$ cat config.mk
export PLATFORM = sky130hd
export DESIGN_NAME = dasmc_ctrl
export DESIGN_NICKNAME = d
export VERILOG_FILES = /design/src/verilog/dasmc_ctrl.v
export VERILOG_INCLUDE_DIRS = /design/src /design/src/verilog
export SDC_FILE = /design/constraint.sdc
export NUM_CORES = 1
export LEC_CHECK = 0
export ABC_AREA = 1
export BUFFER_PORTS_ARGS = -buffer_cell sky130_fd_sc_hd__buf_2
export CAP_MARGIN = 20
export CORE_AREA = 2 2 63 65
export DETAILED_ROUTE_END_ITERATION = 10
export DIE_AREA = 0 0 65 67
export GPL_ROUTABILITY_DRIVEN = 0
export SKIP_LAST_GASP = 1
export SYNTH_ARGS = -nofsm -noshare
export SYNTH_HDL_FRONTEND = slang
export SYNTH_SLANG_ARGS = --single-unit
$ cat constraint.sdc
create_clock -name ref_clk -period 1.3 [get_ports ref_clk]
set_clock_uncertainty 0.1 [all_clocks]
set_input_delay 0.065 -clock ref_clk [delete_from_list [all_inputs] [get_ports ref_clk]]
set_output_delay 0.065 -clock ref_clk [all_outputs]
set_load 0.02 [all_outputs]
$ cat src/verilog/dasmc_defines.vh
// Constants for the dual converter status and mode control block.
`ifndef DASMC_DEFINES_VH
`define DASMC_DEFINES_VH
`define DASMC_ADDR_MODE      8'hd1
`define DASMC_ADDR_STATUS    8'hd8
`define DASMC_MODE_RESET     8'h00
`define DASMC_STATUS_RESET   8'h00
`define DASMC_MODE_WMASK     8'h37
`define DASMC_STATUS_WMASK   8'hfc
`define DASMC_BIT_PRI_EN     5
`define DASMC_BIT_AUX_EN     4
`define DASMC_BIT_PRI_RDY    7
`define DASMC_BIT_AUX_RDY    6
`define DASMC_BIT_CAL        5
`define DASMC_BIT_NOREF      4
`define DASMC_BIT_PRI_ERR    3
`define DASMC_BIT_AUX_ERR    2
`define DASMC_MD_PWRDN       3'h0
`define DASMC_MD_IDLE        3'h1
`define DASMC_MD_SINGLE      3'h2
`define DASMC_MD_CONT        3'h3
`endif
$ cat src/verilog/dasmc_ctrl.v
// Status and mode register control for a primary and an auxiliary converter.
`timescale 1ns/1ps
`include "dasmc_defines.vh"

// Overview of operation
// - Primary ready bit 7 sets when primary conversion or calibration finishes.
// - Primary ready clears on software zero write or mode write starting primary.
// - While primary ready is set, primary result and coefficient writes are blocked.
// - Auxiliary ready bit 6 behaves the same for the auxiliary converter.
// - Calibration-complete bit 5 sets whenever a calibration finishes.
// - Calibration-complete clears only by a mode write starting an operation.
// - Missing-reference bit 4 follows reference detect only while a converter runs.
// - Missing reference with external reference selected forces results to all ones.
// - Primary error bit 3 sets when a written primary result saturated.
// - Primary error also reports a calibration fault that blocked coefficient update.
// - Primary error clears on a mode write starting conversion or calibration.
// - Auxiliary error bit 2 behaves the same for the auxiliary converter.
// - Mode bit 5 runs the primary converter in the selected mode, else powers down.
// - Mode bit 4 runs the auxiliary converter in the selected mode, else powers down.
// - Mode select 000 is power-down and the reset value; others pick operations.
// - After single conversion or calibration, flags update and mode returns to 000.
// - Writing a calibration mode clears both ready flags at once.
// - Auxiliary calibration with temperature input sets aux ready and error, no update.
module dasmc_ctrl
(
    // Clock and reset.
    input  wire        ref_clk,
    input  wire        rst_b,
    // Special function register port.
    input  wire [7:0]  sfr_addr,
    input  wire [7:0]  sfr_wdata,
    input  wire        sfr_wr,
    input  wire        sfr_rd,
    output reg  [7:0]  sfr_rdata,
    // Primary converter events.
    input  wire        pri_done,
    input  wire        pri_saturated,
    input  wire        pri_cal_fault,
    input  wire        pri_ext_ref,
    // Auxiliary converter events.
    input  wire        aux_done,
    input  wire        aux_saturated,
    input  wire        aux_cal_fault,
    input  wire        aux_ext_ref,
    input  wire        aux_temp_selected,
    // Reference detection.
    input  wire        reference_missing,
    // Converter control outputs.
    output wire        pri_run,
    output wire        aux_run,
    output wire [2:0]  mode_select,
    output wire        converter_restart,
    output wire        aux_restart,
    output wire        pri_result_we,
    output wire        aux_result_we,
    output wire        pri_coef_we,
    output wire        aux_coef_we,
    output wire        pri_clamp_ones,
    output wire        aux_clamp_ones
);

    reg  [7:0] converter_mode_control;
    reg  [7:0] converter_status_flags;
    reg  [7:0] next_mode;
    reg  [7:0] next_status;

    wire       mode_wr   = sfr_wr && (sfr_addr == `DASMC_ADDR_MODE);
    wire       status_wr = sfr_wr && (sfr_addr == `DASMC_ADDR_STATUS);
    wire [2:0] wr_md     = sfr_wdata[2:0];
    wire       wr_pri_en = sfr_wdata[`DASMC_BIT_PRI_EN];
    wire       wr_aux_en = sfr_wdata[`DASMC_BIT_AUX_EN];
    wire       wr_start  = mode_wr && (wr_md != `DASMC_MD_PWRDN) && (wr_md != `DASMC_MD_IDLE);
    wire       wr_cal    = mode_wr && wr_md[2];

    wire       primary_converter_enable = converter_mode_control[`DASMC_BIT_PRI_EN];
    wire       aux_converter_enable     = converter_mode_control[`DASMC_BIT_AUX_EN];
    wire       mode_select_bit2         = converter_mode_control[2];
    wire       mode_select_bit1         = converter_mode_control[1];
    wire       mode_select_bit0         = converter_mode_control[0];
    wire       primary_ready_flag       = converter_status_flags[`DASMC_BIT_PRI_RDY];
    wire       aux_ready_flag           = converter_status_flags[`DASMC_BIT_AUX_RDY];
    wire       missing_reference_flag   = converter_status_flags[`DASMC_BIT_NOREF];

    wire       cur_cal    = mode_select_bit2;
    wire       cur_single = (mode_select == `DASMC_MD_SINGLE);
    wire       pri_active = primary_converter_enable && (mode_select != `DASMC_MD_PWRDN);
    wire       aux_active = aux_converter_enable && (mode_select != `DASMC_MD_PWRDN);
    // Done events only count while the converter is running and not held by ready.
    wire       pri_ev     = pri_done && pri_active && !primary_ready_flag;
    wire       aux_ev     = aux_done && aux_active && !aux_ready_flag;
    wire       aux_tcal   = cur_cal && aux_temp_selected;

    assign mode_select = {mode_select_bit2, mode_select_bit1, mode_select_bit0};
    assign pri_run = pri_active;
    assign aux_run = aux_active;
    // Every mode write pulses converter_restart, whether or not the mode bits change; aux_restart only when aux enable rises.
    // A rising primary enable only happens through a mode write, so it is covered too.
    assign converter_restart = mode_wr;
    assign aux_restart   = mode_wr && wr_aux_en && !aux_converter_enable;
    assign pri_result_we = pri_ev && !cur_cal;
    assign aux_result_we = aux_ev && !cur_cal;
    assign pri_coef_we   = pri_ev && cur_cal && !pri_cal_fault;
    assign aux_coef_we   = aux_ev && cur_cal && !aux_cal_fault && !aux_tcal;
    assign pri_clamp_ones = missing_reference_flag && pri_ext_ref;
    assign aux_clamp_ones = missing_reference_flag && aux_ext_ref;

    always @*
    begin
        next_mode   = converter_mode_control;
        next_status = converter_status_flags;
        if (mode_wr)
        begin
            next_mode = sfr_wdata & `DASMC_MODE_WMASK;
        end
        if (status_wr)
        begin
            // Software may only clear ready bits 7 and 6; zero writes clear them, ones leave them, bits 5 to 2 ignore writes.
            next_status = converter_status_flags & (sfr_wdata | 8'h3c) & `DASMC_STATUS_WMASK;
        end
        if (wr_start)
        begin
            if (wr_pri_en)
            begin
                next_status[`DASMC_BIT_PRI_RDY] = 1'b0;
            end
            if (wr_aux_en)
            begin
                next_status[`DASMC_BIT_AUX_RDY] = 1'b0;
            end
            next_status[`DASMC_BIT_CAL]     = 1'b0;
            next_status[`DASMC_BIT_PRI_ERR] = 1'b0;
            next_status[`DASMC_BIT_AUX_ERR] = 1'b0;
        end
        if (wr_cal)
        begin
            next_status[`DASMC_BIT_PRI_RDY] = 1'b0;
            next_status[`DASMC_BIT_AUX_RDY] = 1'b0;
        end
        // Hardware events win over any clear in the same cycle.
        if (pri_ev)
        begin
            next_status[`DASMC_BIT_PRI_RDY] = 1'b1;
            if (cur_cal)
            begin
                next_status[`DASMC_BIT_CAL] = 1'b1;
                if (pri_cal_fault)
                begin
                    next_status[`DASMC_BIT_PRI_ERR] = 1'b1;
                end
            end
            else if (pri_saturated)
            begin
                next_status[`DASMC_BIT_PRI_ERR] = 1'b1;
            end
        end
        if (aux_ev)
        begin
            next_status[`DASMC_BIT_AUX_RDY] = 1'b1;
            if (cur_cal)
            begin
                next_status[`DASMC_BIT_CAL] = 1'b1;
                if (aux_cal_fault || aux_tcal)
                begin
                    next_status[`DASMC_BIT_AUX_ERR] = 1'b1;
                end
            end
            else if (aux_saturated)
            begin
                next_status[`DASMC_BIT_AUX_ERR] = 1'b1;
            end
        end
        if (pri_active || aux_active)
        begin
            next_status[`DASMC_BIT_NOREF] = reference_missing;
        end
        else
        begin
            next_status[`DASMC_BIT_NOREF] = 1'b0;
        end
        // Single conversion or calibration falls back to power-down when done.
        if (!mode_wr && (cur_single || cur_cal) && (pri_ev || aux_ev))
        begin
            next_mode[2:0] = `DASMC_MD_PWRDN;
        end
    end

    always @(posedge ref_clk or negedge rst_b)
    begin
        if (!rst_b)
        begin
            converter_mode_control <= `DASMC_MODE_RESET;
            converter_status_flags <= `DASMC_STATUS_RESET;
            sfr_rdata              <= 8'h00;
        end
        else
        begin
            converter_mode_control <= next_mode;
            converter_status_flags <= next_status;
            if (sfr_rd && sfr_addr == `DASMC_ADDR_MODE)
            begin
                sfr_rdata <= converter_mode_control;
            end
            else if (sfr_rd && sfr_addr == `DASMC_ADDR_STATUS)
            begin
                sfr_rdata <= converter_status_flags;
            end
            else if (sfr_rd)
            begin
                sfr_rdata <= 8'h00;
            end
        end
    end

endmodule

==> results of run 1 <==
-- power by group --
group / internal (mW) / switching, mW / total, mW
clock network: 0.213 / 0.194 / 0.407
logic: 0.124 / 0.158 / 0.282
registers: 0.623 / 0.0231 / 0.646
total: 0.959 / 0.375 / 1.33
-- tightest hold or removal path, stage by stage --
cell     delay, ns
buf_2         0.09
nand3_1       0.09
nand3_2       0.07
-- worst min-delay path by stage --
stage                                                        to  cells after the start  slack, ns           from
after global routing        converter_status_flags[3]$_DFF_PN0_                      3      0.007  pri_cal_fault
after CTS                   converter_status_flags[3]$_DFF_PN0_                      3       0.01  pri_cal_fault
after global placement                 sfr_rdata[0]$_DFFE_PN0P_                      1      -0.07          rst_b
after detailed placement               sfr_rdata[5]$_DFFE_PN0P_                      1      -0.07          rst_b
after floorplan           converter_mode_control[0]$_DFFE_PN0P_                      0      -0.33          rst_b
final                       converter_status_flags[3]$_DFF_PN0_                      3      0.005  pri_cal_fault
-- layout make-up --
cell class | instances | area, µm² | area share, %
Multi-Input combinational cell | 84 | 512 | 31.7
Sequential cell | 19 | 475 | 29.5
Timing Repair Buffer | 67 | 430 | 26.7
Inverter | 24 | 90.1 | 5.58
Tap cell | 48 | 60.1 | 3.72
Clock buffer | 3 | 41.3 | 2.56
Clock inverter | 1 | 5.00 | 0.310
-- flip-flops by register name (all words and copies together) (netlist names) --
name,cells
converter_mode_control,5
sfr_rdata,8
converter_status_flags,6
-- routing by layer --
metal / up-vias / track usage, % / routed length [µm]
met1: 488 / 15.9 / 1160
met3: 2 / 2.87 / 156
li1: 544 / - / -
met5: - / 0 / 0
met2: 33 / 24.7 / 1460
met4: 0 / 3.19 / 18
-- layout by cell type (no fill, tap or decap), types with 2 or more instances in the layout --
master         netlist  layout
buf_2                0      43
buf_4                3      12
buf_6                0       4
clkbuf_8             0       3
dfrtp_1             19      19
dlygate4sd3_1        0       8
inv_1               22      17
inv_2                2       7
nand2_1             34      31
nand2_2              4       7
nand3_1             11      10
nand3_2              2       3
nand4_4              2       2
nor2_1               7       6
nor2_4               2       3
o211ai_1             3       3
o21ai_0              8       8
-- cell families (layout without fill, tap and decap cells) --
group,Yosys count,count (layout)
AND/OR/NAND/NOR,70,70
buffers and inverters,27,95
flip-flops,19,19
AO/OA/AOI/OAI,14,14
-- stage by stage --
step / util (%) / std cells
2_1_floorplan: - / 130
6_report: 44.8 / 246
3_3_place_gp: 38.3 / 227
3_5_place_dp: 38.3 / 227
4_1_cts: 43.7 / 243
5_1_grt: 44.8 / 246
-- what timing repair did --
action,4_1_cts,5_1_grt
cloned,0,0
endpoints found under the hold margin,26,0
resized for setup,17,5
setup endpoints to repair,6,10
hold buffers,8,0
pin swaps,3,4
setup buffers,4,3
==> qor.csv, run 1 <==
stage;metric;value;unit
status;status;finished with violations;
status;violated checks;negative setup slack;
global_route;number of antenna violations at the first check in global routing;0;
yosys;Synth area leaders;dfrtp_1 (44%), nand2_1 (12%), inv_1 (7.7%);
die;Die Width;65;µm
global_route;largest net degree at the start of global routing;20;
yosys;fraction of registers with async set/reset;100;%
yosys;most frequent cell after synthesis;nand2_1;
power;power density cells;827;nW/µm²
yosys;count of yosys warnings during synthesis;0;
cells_and_area;final instance area;1610;µm²
critical_path;origin of the critical flop-to-flop path;converter_mode_control[1]$_DFFE_PN0P_;
yosys;dominant combinational cell family by area after synthesis;simple AND/OR/NAND/NOR gates;
critical_path;Startpoint Class;register;
die;placeable core area;3610;µm²
yosys;sequential fraction of the synthesis area;44.4;%
critical_path;kind of critical path;reg -> out;
yosys;Post-Syn Area;1070;µm²
timing;final-report setup violation count;7;
timing;Max Slew Vio Count;0;
clock_tree;CTS root buf;clkbuf_8;
timing;final cycle utilization of the critical path;108;%
placed_design;area of placed instances;1380;µm²
timing;setup repair after global routing missed its margin;yes;
route;number of antenna-violating nets in the routed design;0;
yosys;post-synthesis simple-gate area fraction;37.2;%
placed_design;detailed-placement wirelength estimate;2120;µm
power;Peak supply drop;0.000299;V
yosys;library cell occupying the most area in the post-synthesis netlist;dfrtp_1;
critical_path;CP top delay family;simple AND/OR/NAND/NOR gates;
die;count of boundary I/O pins;51;
route;vias per cell;4.34;
yosys;most used flip-flop cell after synthesis;dfrtp_1;
run;count of maximum capacitance violations;0;
critical_path;data required time of the worst path;1.13;ns
clock_tree;clock-pin slew on the worst setup and hold paths;0.07;ns
yosys;Cell variety after synth;24;
critical_path;worst reg2reg path depth;8;
timing;final hold violations;0;
clock_tree;TritonCTS clock tree;built;
critical_path;Worst R2R End;converter_mode_control[0]$_DFFE_PN0P_;
global_route;vias in the first global route;1020;
clock_tree;# H-tree levels;1;
die;Die Y-Extent;67;µm
cells_and_area;share of post-route cells with drive strength above 1;46.0;%
timing;Setup WS post-layout;-0.104;ns
timing;FMAX;0.712;GHz
timing;measured slew at the worst slew-check pin;0.417;ns
yosys;Mapped Nets;160;
route;Routed wire per std cell;11.4;µm
die;Total Die Area;4360;µm²
critical_path;start point of the critical path;converter_mode_control[2]$_DFFE_PN0P_;
worst_hold_path;Worst Hold Class;in -> reg;
timing;aggregate negative setup slack;-0.396;ns
die;floorplan row count;22;
clock_tree;latest clock arrival within the worst-skew pair;0.25;ns
timing;max-slew headroom at the worst pin;72.2;%
critical_path;Crit. path cell count;4;
clock_tree;clk sinks;19;
yosys;fraction of post-synthesis cell area in the top cell type by area;44.4;%
global_route;wire length of the first global-routing pass;4510;µm
cells_and_area;net total in the final layout;229;
yosys;xor/xnor share of the synthesized area;0;%
timing;Period minus WS final;1.40;ns
power;leakage power;0.922;nW
critical_path;nature of the critical path endpoint;output pin;
clock_tree;maximum count of clock buffers along a single path;2;
cells_and_area;number of fill cells;376;
yosys;synthesized flop and latch total;19;
route;vias post-DR;1067;
yosys;post-synthesis cell count;130;
yosys;Mapped Avg Cell Area;8.23;µm²
route;DRT iter0 DRCs;66;
yosys;post-synthesis adder-cell area fraction;0;%
cells_and_area;total inserted antenna cells;0;
critical_path;arrival time at the worst endpoint;1.24;ns
route;detailed-route wire length;2790;µm
yosys;portion of netlist area occupied by mux cells;0;%
timing;final hold slack;0.00544;ns
critical_path;largest stage delay on the critical path;0.36;ns
critical_path;series of cell instances along the critical path;inv_2 -> or3_4 -> nor2_4 -> buf_6;
critical_path;largest fanout on the critical path;4;
critical_path;Buf/Inv on CP;2;
critical_path;Critical-path top delay cell;dfrtp_1;
power;total power draw;1.33;mW
critical_path;slack of the worst reg-to-reg path;-0.02;ns
route;drt first pass iters;4;
yosys;Synth Area in Compound Gates;7.84;%
global_route;global route overflow;0;
cells_and_area;area growth from synthesis to layout;50.9;%
clock_tree;number of clock buffers inserted by TritonCTS;3;
yosys;ranking of synthesized cells by instance count;nand2_1 (34), inv_1 (22), dfrtp_1 (19);
global_route;GRT Overall Usage;13.5;%
yosys;number of enable flip-flop cells after synthesis;0;
placed_design;count of input and output buffers;49;
critical_path;Worst setup endpoint;aux_coef_we;
die;initial core utilization;29.7;%
route;number of DRC violations after detailed routing;0;
placed_design;pre-CTS setup slack;0.0401;ns
Note: power is estimated with default switching activity, not from simulation.
==> inputs of run 2 (changes only) <==
--- a/config.mk
+++ b/config.mk
@@ -9,9 +9,9 @@
 export ABC_AREA = 1
 export BUFFER_PORTS_ARGS = -buffer_cell sky130_fd_sc_hd__buf_2
 export CAP_MARGIN = 20
-export CORE_AREA = 2 2 63 65
+export CORE_AREA = 2 2 46 90
 export DETAILED_ROUTE_END_ITERATION = 10
-export DIE_AREA = 0 0 65 67
+export DIE_AREA = 0 0 48 92
 export GPL_ROUTABILITY_DRIVEN = 0
 export SKIP_LAST_GASP = 1
 export SYNTH_ARGS = -nofsm -noshare
==> qor.csv, run 2 (synthesis results as in run 1) <==
stage;metric;value;unit;change
global_route;wire length of the first global-routing pass;4390;µm;-2.6%
worst_hold_path;startpoint of the lowest-slack hold path;pri_cal_fault;;
cells_and_area;final instance area;1640;µm²;+1.6%
global_route;number of antenna violations at the first check in global routing;0;;unchanged
timing;Period minus WS final;1.47;ns;+0.0665 ns
power;Peak supply drop;0.000387;V;+29%
critical_path;Worst R2R End;converter_mode_control[1]$_DFFE_PN0P_;;
cells_and_area;number of fill cells;385;;+2.4%
cells_and_area;multi-input logic area;539;µm²;+5.4%
die;initial core utilization;28.1;%;-1.5 points
placed_design;count of input and output buffers;49;;unchanged
critical_path;largest stage delay on the critical path;0.37;ns;about the same
worst_hold_path;sink of the worst hold path;converter_status_flags[3]$_DFF_PN0_;;
critical_path;series of cell instances along the critical path;inv_2 -> or3_4 -> nor2_4 -> buf_6;;
die;count of boundary I/O pins;51;;unchanged
timing;max-slew headroom at the worst pin;72.6;%;+0.42 points
critical_path;Buf/Inv on CP;2;;unchanged
clock_tree;maximum count of clock buffers along a single path;2;;unchanged
cells_and_area;share of post-route cells with drive strength above 1;48.2;%;+2.3 points
cells_and_area;top flop regs;sfr_rdata: 8 flops, converter_status_flags: 6 flops, converter_mode_control: 5 flops;;
run;count of maximum capacitance violations;0;;unchanged
global_route;vias in the first global route;1066;;+4.5%
timing;Max Slew Vio Count;0;;unchanged
worst_hold_path;Worst Hold Class;in -> reg;;
cells_and_area;total inserted antenna cells;0;;unchanged
clock_tree;# H-tree levels;1;;unchanged
worst_hold_path;number of cells traversed by the worst hold path;3;;unchanged
global_route;GRT Overall Usage;13.6;%;+0.13 points
route;vias per cell;4.27;;-1.5%
power;total power draw;1.34;mW;+0.77%
cells_and_area;net total in the final layout;228;;-0.44%
power;clock share of power;30.8;%;+0.3 points
die;Total Die Area;4420;µm²;+1.4%
power;Net Sw Frac;28.2;%;+0.12 points
cells_and_area;most used cells in the layout excluding fill and tap cells;buf_2 (43), nand2_1 (28), dfrtp_1 (19), inv_1 (18), buf_4 (11);;
power;power density cells;820;nW/µm²;-0.77%
cells_and_area;most flop-heavy register;sfr_rdata;;
timing;final-report setup violation count;8;;+1
clock_tree;clock-pin slew on the worst setup and hold paths;0.07;ns;about the same
critical_path;Critical-path top delay cell;dfrtp_1;;
route;number of DRC violations after detailed routing;0;;unchanged
timing;final cycle utilization of the critical path;113;%;+5.1 points
critical_path;data required time of the worst path;1.13;ns;about the same
timing;final hold violations;1;;+1
power;proportion of power drawn by flip-flops and latches;47.9;%;-0.5 points
clock_tree;TritonCTS clock tree;built;;
route;DRT iter0 DRCs;22;;-67%
power;leakage power;0.938;nW;+1.8%
placed_design;pre-CTS setup slack;0.0462;ns;+0.00614 ns
critical_path;arrival time at the worst endpoint;1.31;ns;+0.07 ns
route;number of antenna-violating nets in the routed design;0;;unchanged
cells_and_area;area growth from synthesis to layout;53.2;%;
cells_and_area;most frequent standard cell in the layout excluding fill and tap cells;buf_2;;
cells_and_area;max reg flops;8;;unchanged
route;drt first pass iters;4;;unchanged
timing;measured slew at the worst slew-check pin;0.411;ns;-0.00633 ns
clock_tree;clk sinks;19;;unchanged
critical_path;CP top delay family;simple AND/OR/NAND/NOR gates;;
route;Routed wire per std cell;11.1;µm;-2.5%
global_route;largest net degree at the start of global routing;20;;unchanged
timing;final hold slack;-0.000302;ns;-0.00575 ns
timing;FMAX;0.680;GHz;-4.5%
global_route;global route overflow;0;;unchanged
clock_tree;latest clock arrival within the worst-skew pair;0.26;ns;about the same
status;violated checks;negative hold slack, negative setup slack;;
cells_and_area;Sequential cell area;475;µm²;unchanged
power;Internal Power;965;µW;+0.60%
critical_path;slack of the worst reg-to-reg path;-0.02;ns;about the same
timing;setup repair after global routing missed its margin;yes;;
critical_path;nature of the critical path endpoint;output pin;;
die;placeable core area;3800;µm²;+5.5%
critical_path;kind of critical path;reg -> out;;
critical_path;largest fanout on the critical path;4;;unchanged
critical_path;Startpoint Class;register;;
route;vias post-DR;1060;;-0.66%
power;Switch Pwr;380;µW;+1.2%
status;status;finished with violations;;
clock_tree;CTS root buf;clkbuf_8;;
placed_design;area of placed instances;1380;µm²;+0.27%
placed_design;detailed-placement wirelength estimate;2160;µm;+2.1%
die;Die Y-Extent;92;µm;+37%
critical_path;worst reg2reg path depth;8;;unchanged
route;detailed-route wire length;2750;µm;-1.7%
clock_tree;number of clock buffers inserted by TritonCTS;3;;unchanged
placed_design;number of instances in the placed design;230;;+1.3%
die;Die Width;48;µm;-26%
timing;Setup WS post-layout;-0.170;ns;-0.0665 ns
power;logic gate share of total power;21.4;%;+0.3 points
cells_and_area;Final Instance Count excl. Fillers;248;;+0.81%
die;floorplan row count;32;;+45%
critical_path;origin of the critical flop-to-flop path;converter_mode_control[2]$_DFFE_PN0P_;;
==> run 2: worst max path at each step <==
stage	slack (ns)	end	cells past startpoint	startpoint
floorplan	0.02	aux_coef_we	3	converter_mode_control[2]$_DFFE_PN0P_
global placement	0.07	converter_status_flags[3]$_DFF_PN0_	8	converter_mode_control[1]$_DFFE_PN0P_
detailed placement	0.05	converter_mode_control[1]$_DFFE_PN0P_	7	converter_mode_control[1]$_DFFE_PN0P_
CTS	-0.12	aux_result_we	7	converter_mode_control[2]$_DFFE_PN0P_
global route	-0.24	aux_result_we	7	converter_mode_control[2]$_DFFE_PN0P_
finish	-0.17	aux_coef_we	4	converter_mode_control[2]$_DFFE_PN0P_
==> run 2: tightest hold or removal path, cell delays in order <==
cell and delay [ns]:
buf_2 0.09, nand3_1 0.09, nand3_2 0.08
==> run 2: area by class of cell <==
cell class / count / area share, %
clock inverters: 1 / 0.305
well taps: 51 / 3.89
repair buffers: 66 / 25.9
multi-input cells: 84 / 32.9
inverters: 24 / 5.50
flip-flops and latches: 19 / 29.0
clock buffers: 3 / 2.52
==> run 2: power by group through the flow <==
stage               combinational (mW)  sequential (mW)  clock [mW]
floorplan                        0.133            0.653           0
global placement                 0.234            0.654           0
detailed placement               0.236            0.656           0
CTS                              0.267            0.644       0.422
global route                     0.319            0.651       0.438
finish                           0.287            0.644       0.414
==> run 2: metrics by stage <==
stage          util, %  setup TNS, ns  hold WS [ns]
6_report          43.1         -0.739     -0.000302
4_1_cts           40.8         -0.633       0.00581
3_5_place_dp      36.4              0       -0.0752
2_1_floorplan        -              0        -0.331
5_1_grt           43.1          -1.49        0.0220
3_3_place_gp      36.4              0       -0.0752
==> run 2: layer usage <==
| metal | GRT usage, % | routed length [µm] |
|---|---|---|
| met5 | 0 | 0 |
| met1 | 13.9 | 973 |
| met4 | 6.08 | 93 |
| met2 | 24.7 | 1550 |
| met3 | 1.77 | 128 |
==> run 2: repair_timing <==
action,in CTS,in global routing
hold buffers,7,0
setup endpoints to repair,6,11
setup buffers,4,3
pin swaps,2,4
endpoints found under the hold margin,25,0
resized for setup,11,18
